==> src/rtl/wdt_ctrl_pkg.sv <==
// constants used by the watchdog control block, not by its oscillator edge detector
package wdt_ctrl_pkg;

  // register map
  localparam logic [7:0] CSR_OFFSET = 8'h00;
  localparam logic [7:0] CSR_RESET_VALUE = 8'h00;

  // field positions within the control and status byte
  localparam int FLAG_BIT = 7;
  localparam int IRQ_EN_BIT = 6;
  localparam int PRESC_HI_BIT = 5;
  localparam int CHG_EN_BIT = 4;
  localparam int RST_EN_BIT = 3;
  localparam int PRESC_LO_MSB = 2;

  // change enable window in clock cycles
  localparam logic [2:0] CHG_WINDOW_CYCLES = 3'h4;

  // time-out lengths: log2 of the code 0 length and code landmarks
  localparam int BASE_TIMEOUT_LOG2 = 11;
  localparam logic [3:0] LAST_LONG_CODE = 4'h9;
  localparam logic [3:0] LAST_SHORT_CODE = 4'hd;
  localparam int COUNT_WIDTH = 21;

endpackage

==> src/rtl/watchdog_timer_control.sv <==
// watchdog control and status register, time-out counter and action logic
`timescale 1ns/1ps
module watchdog_timer_control #(
  parameter int BASE_LOG2 = wdt_ctrl_pkg::BASE_TIMEOUT_LOG2,
  parameter int ADDR_W = 8
) (
  input wire logic clock,
  input wire logic srst,
  input wire logic psel,
  input wire logic penable,
  input wire logic pwrite,
  input wire logic [ADDR_W-1:0] paddr,
  input wire logic [31:0] pwdata,
  output logic [31:0] prdata,
  output logic pready,
  output logic pslverr,
  input wire logic osc_pin,
  input wire logic watchdog_restart,
  input wire logic irq_vector_ack,
  input wire logic global_irq_enable,
  input wire logic always_on_fuse,
  input wire logic watchdog_reset_flag,
  output logic timeout_irq_request,
  output logic system_reset_request
);

  localparam int CW = wdt_ctrl_pkg::COUNT_WIDTH;

  typedef struct packed {
    logic timeout_irq_flag;
    logic timeout_irq_enable;
    logic system_reset_enable;
    logic change_enable;
    logic [3:0] timeout_prescale_select;
    logic [2:0] chg_cnt;
    logic [CW-1:0] count;
    logic [31:0] prdata;
    logic pready;
    logic pslverr;
    logic irq_req;
    logic sys_rst;
  } state_s;

  state_s s_r;
  state_s s_nxt;

  logic tick;
  logic fuse_prog;
  logic rst_eff;
  logic ie_eff;
  logic stopped;
  logic timeout;
  logic hit;
  logic commit;
  logic set_flag;
  logic do_reset;
  logic [7:0] wbyte;
  logic [7:0] csr_view;

  // terminal count for a prescaler code; reserved codes fall back to code 0
  function automatic logic [CW-1:0] terminal(input logic [3:0] code);
    logic [CW:0] len;
    len = '0;
    if (code <= wdt_ctrl_pkg::LAST_LONG_CODE) begin
      len = (CW+1)'(1) << (BASE_LOG2 + int'(code));
    end else if (code <= wdt_ctrl_pkg::LAST_SHORT_CODE) begin
      len = (CW+1)'(1) << (BASE_LOG2 + 9 - int'(code));
    end else begin
      len = (CW+1)'(1) << BASE_LOG2;
    end
    return CW'(len - (CW+1)'(1));
  endfunction

  osc_edge_detect u_osc (
    .clock(clock),
    .srst(srst),
    .osc_in(osc_pin),
    .tick(tick)
  );

  // effective mode bits after the fuse and reset-flag overrides
  assign fuse_prog = ~always_on_fuse;
  assign rst_eff = fuse_prog | s_r.system_reset_enable | watchdog_reset_flag;
  assign ie_eff = ~fuse_prog & s_r.timeout_irq_enable;
  assign stopped = ~rst_eff & ~ie_eff;
  // >= rather than == so a shorter period fires at once instead of wrapping
  assign timeout = tick & ~stopped & (s_r.count >= terminal(s_r.timeout_prescale_select));

  // apb decode; a write lands on the edge where pready is seen high
  assign hit = (paddr == ADDR_W'(wdt_ctrl_pkg::CSR_OFFSET));
  assign commit = psel & penable & s_r.pready & pwrite & hit;
  assign wbyte = pwdata[7:0];

  // interrupt in interrupt modes unless a combined-mode flag is still pending
  assign set_flag = timeout & ie_eff & ~(rst_eff & s_r.timeout_irq_flag);
  assign do_reset = timeout & rst_eff & (~ie_eff | s_r.timeout_irq_flag);

  // read view shows effective enables, not the stored ones
  always_comb begin
    csr_view = '0;
    csr_view[wdt_ctrl_pkg::FLAG_BIT] = s_r.timeout_irq_flag;
    csr_view[wdt_ctrl_pkg::IRQ_EN_BIT] = ie_eff;
    csr_view[wdt_ctrl_pkg::PRESC_HI_BIT] = s_r.timeout_prescale_select[3];
    csr_view[wdt_ctrl_pkg::CHG_EN_BIT] = s_r.change_enable;
    csr_view[wdt_ctrl_pkg::RST_EN_BIT] = rst_eff;
    csr_view[wdt_ctrl_pkg::PRESC_LO_MSB:0] = s_r.timeout_prescale_select[2:0];
  end

  // next-state logic
  always_comb begin
    s_nxt = s_r;
    // counter: held at zero while stopped, cleared by restart and after each time-out
    if (stopped || watchdog_restart || timeout) begin
      s_nxt.count = '0;
    end else if (tick) begin
      s_nxt.count = s_r.count + CW'(1);
    end
    // change enable window
    if (s_r.change_enable) begin
      if (s_r.chg_cnt <= 3'h1) begin
        s_nxt.change_enable = 1'b0;
        s_nxt.chg_cnt = '0;
      end else begin
        s_nxt.chg_cnt = s_r.chg_cnt - 3'h1;
      end
    end
    if (commit) begin
      if (wbyte[wdt_ctrl_pkg::FLAG_BIT]) begin
        s_nxt.timeout_irq_flag = 1'b0;
      end
      s_nxt.timeout_irq_enable = wbyte[wdt_ctrl_pkg::IRQ_EN_BIT];
      // setting reset enable is free, clearing it needs the open window
      if (wbyte[wdt_ctrl_pkg::RST_EN_BIT]) begin
        s_nxt.system_reset_enable = 1'b1;
      end else if (s_r.change_enable) begin
        s_nxt.system_reset_enable = 1'b0;
      end
      if (s_r.change_enable) begin
        s_nxt.timeout_prescale_select = {wbyte[wdt_ctrl_pkg::PRESC_HI_BIT],
                                         wbyte[wdt_ctrl_pkg::PRESC_LO_MSB:0]};
      end
      if (wbyte[wdt_ctrl_pkg::CHG_EN_BIT]) begin
        s_nxt.change_enable = 1'b1;
        s_nxt.chg_cnt = wdt_ctrl_pkg::CHG_WINDOW_CYCLES;
      end
    end
    // vector execution clears the flag, and in combined mode the enable too
    if (irq_vector_ack) begin
      s_nxt.timeout_irq_flag = 1'b0;
      if (rst_eff) begin
        s_nxt.timeout_irq_enable = 1'b0;
      end
    end
    // a time-out in the same cycle as a clear still sets the flag
    if (set_flag) begin
      s_nxt.timeout_irq_flag = 1'b1;
    end
    s_nxt.sys_rst = do_reset;
    s_nxt.irq_req = s_nxt.timeout_irq_flag & ~fuse_prog & s_nxt.timeout_irq_enable
                    & global_irq_enable;
    // apb answer: one wait state, read data captured with pready
    s_nxt.pready = 1'b0;
    s_nxt.pslverr = 1'b0;
    if (psel && penable && !s_r.pready) begin
      s_nxt.pready = 1'b1;
      s_nxt.pslverr = ~hit;
      s_nxt.prdata = (hit && !pwrite) ? {24'h0, csr_view} : 32'h0;
    end
  end

  always_ff @(posedge clock) begin
    if (srst) begin
      s_r <= '0;
      s_r.timeout_irq_flag <= wdt_ctrl_pkg::CSR_RESET_VALUE[wdt_ctrl_pkg::FLAG_BIT];
      s_r.timeout_irq_enable <= wdt_ctrl_pkg::CSR_RESET_VALUE[wdt_ctrl_pkg::IRQ_EN_BIT];
      s_r.system_reset_enable <= wdt_ctrl_pkg::CSR_RESET_VALUE[wdt_ctrl_pkg::RST_EN_BIT];
    end else begin
      s_r <= s_nxt;
    end
  end

  assign prdata = s_r.prdata;
  assign pready = s_r.pready;
  assign pslverr = s_r.pslverr;
  assign timeout_irq_request = s_r.irq_req;
  assign system_reset_request = s_r.sys_rst;
endmodule

==> src/rtl/osc_edge_detect.sv <==
// synchroniser and rising edge detector for the watchdog oscillator pin
`timescale 1ns/1ps
module osc_edge_detect (
  input wire logic clock,
  input wire logic srst,
  input wire logic osc_in,
  output logic tick
);

  typedef struct packed {
    logic meta;
    logic sync;
    logic last;
    logic tick;
  } state_s;

  state_s s_r;
  state_s s_nxt;

  // meta feeds only sync; the edge is taken between sync and last
  always_comb begin
    s_nxt = s_r;
    s_nxt.meta = osc_in;
    s_nxt.sync = s_r.meta;
    s_nxt.last = s_r.sync;
    s_nxt.tick = s_r.sync & ~s_r.last;
  end

  always_ff @(posedge clock) begin
    if (srst) begin
      s_r <= '0;
    end else begin
      s_r <= s_nxt;
    end
  end

  assign tick = s_r.tick;

endmodule

==> config.mk <==
export PLATFORM = sky130hd
export DESIGN_NAME = watchdog_timer_control
export DESIGN_NICKNAME = d
export VERILOG_FILES = /design/src/rtl/wdt_ctrl_pkg.sv /design/src/rtl/watchdog_timer_control.sv /design/src/rtl/osc_edge_detect.sv
export SDC_FILE = /design/constraint.sdc
export NUM_CORES = 1
export LEC_CHECK = 0
export BUFFER_PORTS_ARGS = -buffer_cell sky130_fd_sc_hd__clkbuf_2
export CORE_MARGIN = 5
export CORE_UTILIZATION = 47
export CTS_CLUSTER_DIAMETER = 100
export CTS_CLUSTER_SIZE = 12
export DETAILED_ROUTE_END_ITERATION = 7
export PLACE_DENSITY = 0.79
export SLEW_MARGIN = 0
export SYNTH_ARGS = -nofsm -noshare
export SYNTH_HDL_FRONTEND = slang
export SYNTH_SLANG_ARGS = --single-unit
export TNS_END_PERCENT = 20
==> constraint.sdc <==
create_clock -name clock -period 2.6 [get_ports clock]
set_input_delay 0.26 -clock clock [delete_from_list [all_inputs] [get_ports clock]]
set_output_delay 0.26 -clock clock [all_outputs]
set_load 0.005 [all_outputs]
==> results of run 1 <==
## layer usage
layer,share of wire (%),wire length [um]
met4,1.5,102
met2,50,3410
met3,6.3,430
met1,43,2940
met5,0,0
## sequential cells by signal (all words and copies together) (netlist names)
signal,flops
pslverr,1
s_r,26
u_osc.s_r,1
u_osc.tick,1
system_reset_request,1
pready,1
u_osc.s_nxt,2
csr_view,6
timeout_irq_request,1
prdata,8
## metrics by stage
| stage | area [um2] | setup slack, ns | util [%] | hold WS (ns) |
|---|---|---|---|---|
| after floorplan | 3120 | 0.0832 | - | 0.339 |
| after global placement | 3210 | -0.0178 | 50.8 | 0.371 |
| after detailed placement | 3210 | -0.143 | 50.8 | 0.381 |
| after CTS | 3340 | 0.00000533 | 52.9 | 0.159 |
| after global routing | 3540 | -0.201 | 56.1 | 0.167 |
| final | 3540 | -0.0743 | 56.1 | 0.163 |
## what timing repair did
item | CTS | global route
endpoints found under the hold margin | 0 | 0
setup buffers | 0 | 4
setup endpoints to repair | 22 | 23
pin swaps | 2 | 15
cloned | 0 | 3
resized for setup | 5 | 41
## kinds of logic after synthesis
| kind of cell | count (synthesis) | share of synthesized area (%) |
|---|---|---|
| adders and majority gates | 25 | 10.4 |
| AOI/OAI and AO/OA | 75 | 16.3 |
| and+or+nand+nor | 131 | 22.9 |
| muxes | 4 | 1.49 |
| xor gates and xnor gates | 18 | 5.23 |
| buffers and inverters | 59 | 11.7 |
| other | 2 | 0.249 |
| DFF | 48 | 31.9 |
## critical path: stages, from the launching register on
cell	delay, ns
dfxtp_4	0.39
buf_4	0.16
o32a_1	0.30
ha_1	0.31
nand4_1	0.20
nor3_4	0.09
a2111oi_4	0.39
o211ai_1	0.15
buf_4	0.19
buf_2	0.16
a211oi_1	0.25
## report_power, final
group	leakage (nW)	switching (mW)	internal, mW	total [mW]
logic	1.03	0.0542	0.0304	0.0846
clock network	0.0614	0.264	0.315	0.579
registers	0.390	0.00225	0.735	0.737
total	1.48	0.321	1.08	1.40
## final timing paths
| path | slack (ns) | depth (start not counted) | start | endpoint |
|---|---|---|---|---|
| setup / recovery | -0.07 | 10 | csr_view[2]$_SDFFE_PP0P_ | s_r[55]$_SDFFE_PP0P_ |
| hold / removal | 0.16 | 2 | osc_pin | u_osc.s_nxt[2]$_SDFF_PP0_ |
| setup reg to reg | -0.07 | 10 | csr_view[2]$_SDFFE_PP0P_ | s_r[55]$_SDFFE_PP0P_ |
| hold reg to reg | 0.39 | 1 | u_osc.s_r[1]$_SDFF_PP0_ | u_osc.tick$_SDFF_PP0_ |
## cell type report
cell class | instances | share of cell area, %
Clock buffer | 6 | 2.33
Timing Repair Buffer | 60 | 10.2
Multi-Input combinational cell | 282 | 55.0
Inverter | 11 | 1.17
Clock inverter | 2 | 1.10
Tap cell | 77 | 2.72
Sequential cell | 48 | 27.5
## cells in the mapped netlist (2+ instances only)
cell and count:
nor3b_1 2, a21oi_1 19, ha_1 25, o22ai_1 2
nor2_1 33, nor3_1 8, clkbuf_1 15, mux2i_1 3
nor2b_1 10, o21ai_1 2, a22oi_1 9, and3_1 6
xor2_1 4, dfxtp_1 48, nand4_1 7, a31oi_1 5
inv_1 11, conb_1 2, and4_1 3, nor4_1 2
nand2_1 33, o21ai_0 11, nand2b_1 2, or4_4 2
nand3_1 11, and3_2 2, nand3b_1 2, xnor2_1 14
buf_4 32, a211oi_1 19
## cells in the final DEF (no fill, tap or decap), types with 3 or more instances in the layout
| master | netlist | final |
|---|---|---|
| mux2i_1 | 3 | 3 |
| and3_1 | 6 | 6 |
| a22oi_1 | 9 | 9 |
| inv_1 | 11 | 11 |
| dfxtp_4 | 0 | 3 |
| xor2_1 | 4 | 4 |
| nor3_1 | 8 | 7 |
| dfxtp_1 | 48 | 44 |
| conb_1 | 2 | 29 |
| clkbuf_2 | 0 | 38 |
| nand3_1 | 11 | 11 |
| a211oi_2 | 0 | 17 |
| xnor2_1 | 14 | 14 |
| ha_1 | 25 | 25 |
| buf_4 | 32 | 19 |
| nor2_1 | 33 | 30 |
| and4_1 | 3 | 3 |
| a31oi_1 | 5 | 5 |
| o21ai_1 | 2 | 3 |
| clkbuf_8 | 1 | 6 |
| nand4_1 | 7 | 7 |
| nor2b_1 | 10 | 8 |
| a21oi_1 | 19 | 18 |
| o21ai_0 | 11 | 10 |
| nand2_1 | 33 | 31 |
==> impl_metrics.json, run 1 <==
{
  "synth_area_leader_cell": "dfxtp_1",
  "cts_tree": "built",
  "outcome": "finished with violations",
  "synth_top_area_share_pct": 31.9,
  "met1_usage_pct": 18.3,
  "wl_um": 6880,
  "pin_count": 87,
  "fp.dieW_um": 90.1,
  "total_power_mw": 1.40,
  "setup_slack_ns": -0.0743,
  "cts_buffers": 5,
  "synthArstFlopShare_pct": 0,
  "yosysWarnings": 0,
  "core_area_um2": 6310,
  "worstPathRequired_ns": 2.82,
  "portBuffers": 38,
  "ys_ff_latch": 48,
  "multi_input_area_um2": 1950,
  "ant_nets": 0,
  "place_congestion": 0.800,
  "row_count": 29,
  "use_met3_pct": 3.59,
  "setup_violations": 14,
  "drive_above_1_share_pct": 26.7,
  "synth_seq_area_share_pct": 31.9,
  "grt_pass1_wl_um": 10500,
  "cp-end-kind": "register",
  "fmax_mhz": 374,
  "max-clock-path-buffers": 2,
  "ir_drop_v": 0.000339,
  "antennaDiodeCount": 0,
  "ys.flop_type": "dfxtp_1",
  "floorplan.initialDensity_pct": 47.8,
  "fin_cells": 486,
  "syn_avg_cell_area_um2": 8.33,
  "overflow": 0,
  "post_drt_wl_per_cell_um": 14.1,
  "cts.sinks": 48,
  "grt_busiest_layer": "met2",
  "drc": 0,
  "maxCapViolCount": 0,
  "netlist_area_um2": 3020,
  "syn_to_final_growth_pct": 17.5,
  "die_area_um2": 8120,
  "cts-root-buf": "clkbuf_8",
  "first_pass_iters": 5,
  "fin_crit_ns": 2.67,
  "leakage_nw": 1.48,
  "cp_max_fo": 8,
  "finalCritPeriodShare_pct": 103,
  "worstHoldPathType": "primary input to register",
  "antenna_found_initial": 0,
  "die_h_um": 90.1,
  "setup_tns_ns": -0.427,
  "vias": 2635,
  "dp_hpwl_um": 4930,
  "drt_iter0_drc": 88,
  "synth_area_leaders": "dfxtp_1, ha_1, buf_4",
  "met2_usage_pct": 26.0,
  "cp-start-kind": "register",
  "fin_nets": 484,
  "ys_types": 48,
  "n_fill_cell": 556,
  "arrival_ns": 2.89,
  "clock_latency_ns": 0.31,
  "synth_edf_count": 0,
  "regArea_um2": 973,
  "hold_viol": 0,
  "dpl.cell_count": 471,
  "drv_slew": 0,
  "crit_type": "register to register",
  "violations": "setup timing",
  "htreeDepth": 2,
  "path_clk_slew_ns": 0.09,
  "grt_max_degree": 25,
  "grt_pass1_vias": 2392,
  "fin_worst_skew_ns": 0.00618,
  "syn-instance-count": 362,
  "via_per_inst": 5.42,
  "rsz0062_at_grt": "true",
  "power_density_nw_per_um2": 396,
  "track_usage_pct": 15.0,
  "ctsHoldBuffers": 0
}
Power figures use the tool's default switching activity.
==> inputs of run 2 (changes only) <==
CORE_UTILIZATION = 51   (was 47)
PLACE_DENSITY = 0.82   (was 0.79)
RECOVER_POWER = 25   (was unset)
clock period = 2.9 ns   (was 2.6 ns; I/O delays follow)
==> run 2 against run 1 <==
  * Largest power group unchanged
  * Sequential share of layout area rose by 2.4 points
  * The flow now finishes without violations
  * Final area fell by 8.9%
  * Via count fell by 3.0%
  * Clock power fell by 25%
  * Combinational power fell by 13%
==> impl_metrics.json, run 2 (synthesized netlist as in run 1, its figures left out) <==
{
  "wl_um": 6260,
  "track_usage_pct": 16.9,
  "fin_worst_skew_ns": 0.00420,
  "die_h_um": 86.9,
  "dpl.cell_count": 461,
  "outcome": "finished, final reports clean",
  "overflow": 0,
  "htreeDepth": 2,
  "cp_max_fo": 14,
  "crit_type": "register to register",
  "largest_register": "s_r",
  "cts.sinks": 48,
  "antennaDiodeCount": 0,
  "fin_cells": 469,
  "cp-end-kind": "register",
  "mostFrequentLayoutCells": "dfxtp_1, nand2_1, nor2_1",
  "cts_tree": "built",
  "clock_latency_ns": 0.31,
  "grt_pass1_wl_um": 10600,
  "floorplan.initialDensity_pct": 51.5,
  "startpoint": "csr_view[1]$_SDFFE_PP0P_",
  "pin_count": 87,
  "fin_crit_ns": 2.70,
  "cts_buffers": 5,
  "row_count": 28,
  "power_density_nw_per_um2": 363,
  "vias": 2556,
  "cts-root-buf": "clkbuf_8",
  "finalCritPeriodShare_pct": 93.0,
  "fp.dieW_um": 86.9,
  "path_clk_slew_ns": 0.09,
  "rrSetupSlack_ns": 0.20,
  "fin_util_pct": 55.2,
  "n_fill_cell": 541,
  "leakage_nw": 1.32,
  "first_pass_iters": 4,
  "endpoint": "s_r[52]$_SDFFE_PP0P_",
  "largest_reg_flops": 26,
  "rsz0062_at_grt": "false",
  "fmax_mhz": 371,
  "total_power_mw": 1.17,
  "grt_max_degree": 27,
  "dp_hpwl_um": 4770,
  "worstHoldPathType": "primary input to register",
  "hold_viol": 0,
  "worstPathRequired_ns": 3.12,
  "grt_pass1_vias": 2371,
  "antenna_found_initial": 0,
  "drv_slew": 0,
  "setup_tns_ns": 0,
  "via_per_inst": 5.45,
  "die_area_um2": 7550,
  "worst-r2r-cell-count": 9,
  "r2r_start": "csr_view[1]$_SDFFE_PP0P_",
  "tightestPinTransition_ns": 0.960,
  "drc": 0,
  "drive_above_1_share_pct": 14.0,
  "ir_drop_v": 0.000298,
  "dpl_cell_area_um2": 3140,
  "drt_iter0_drc": 177,
  "rr_endpoint": "s_r[52]$_SDFFE_PP0P_",
  "setup_violations": 0,
  "post_drt_wl_per_cell_um": 13.4,
  "slew_headroom_pct": 36.0,
  "cp-start-kind": "register",
  "fin_nets": 469,
  "arrival_ns": 2.92,
  "place_congestion": 0.797,
  "fin_area_um2": 3230,
  "syn_to_final_growth_pct": 7.05,
  "core_area_um2": 5850,
  "maxCapViolCount": 0,
  "portBuffers": 38,
  "layout_commonest_cell": "dfxtp_1",
  "max-clock-path-buffers": 2,
  "ant_nets": 0
}
## run 2: worst min-delay path by stage
stage / from / to / slack [ns] / depth (start not counted)
floorplan: u_osc.s_r[1]$_SDFF_PP0_ / u_osc.tick$_SDFF_PP0_ / 0.37 / 1
global placement: u_osc.s_r[1]$_SDFF_PP0_ / u_osc.tick$_SDFF_PP0_ / 0.37 / 1
detailed placement: u_osc.s_r[1]$_SDFF_PP0_ / u_osc.tick$_SDFF_PP0_ / 0.38 / 1
CTS: osc_pin / u_osc.s_nxt[2]$_SDFF_PP0_ / 0.19 / 2
global route: osc_pin / u_osc.s_nxt[2]$_SDFF_PP0_ / 0.21 / 2
finish: osc_pin / u_osc.s_nxt[2]$_SDFF_PP0_ / 0.19 / 2
## run 2: what timing repair did
| item | in CTS | in global routing |
|---|---|---|
| hold endpoints to repair | 0 | 0 |
| gates resized for setup | 0 | 2 |
| setup buffers | 0 | 0 |
| endpoints found under the setup margin | 0 | 22 |
| hold buffers | 0 | 0 |
## run 2: power breakdown
| part | leakage, nW | switching [mW] | internal, mW |
|---|---|---|---|
| Clock | 0.0516 | 0.240 | 0.195 |
| Sequential | 0.388 | 0.00125 | 0.662 |
| Combinational | 0.885 | 0.0468 | 0.0264 |
## run 2: area by class of cell
type	instances	area (um2)	share of cell area, %
clock buffer	6	82.6	2.56
clock inverter	2	13.8	0.426
inverter	11	41.3	1.28
multi-input combinational	282	1800	55.9
sequential	48	963	29.8
tap	75	93.8	2.91
timing repair buffer	45	229	7.09
## run 2: metrics by stage
step | setup slack (ns) | hold slack (ns)
6_report | 0.202 | 0.186
4_1_cts | 0.140 | 0.185
3_3_place_gp | 0.243 | 0.371
3_5_place_dp | 0.179 | 0.382
5_1_grt | 0.0536 | 0.209
2_1_floorplan | 0.383 | 0.367
## run 2: critical path, stage by stage, from the launching register on
cell and delay (ns):
dfxtp_1 0.56, nor2_1 0.18, o21ai_0 0.26, ha_1 0.29, a21oi_1 0.14, o21ai_1 0.11
a2111oi_2 0.41, o211ai_1 0.18, buf_4 0.23, a211oi_1 0.25
## run 2: metal layers
metal | track usage [%] | part of all wire [%] | vias up
li1 | - | - | 1283
met1 | 20.3 | 43 | 1199
met2 | 30.0 | 51 | 66
met3 | 4.16 | 5.3 | 8
met4 | 4.53 | 1.0 | 0
met5 | 0 | 0 | -
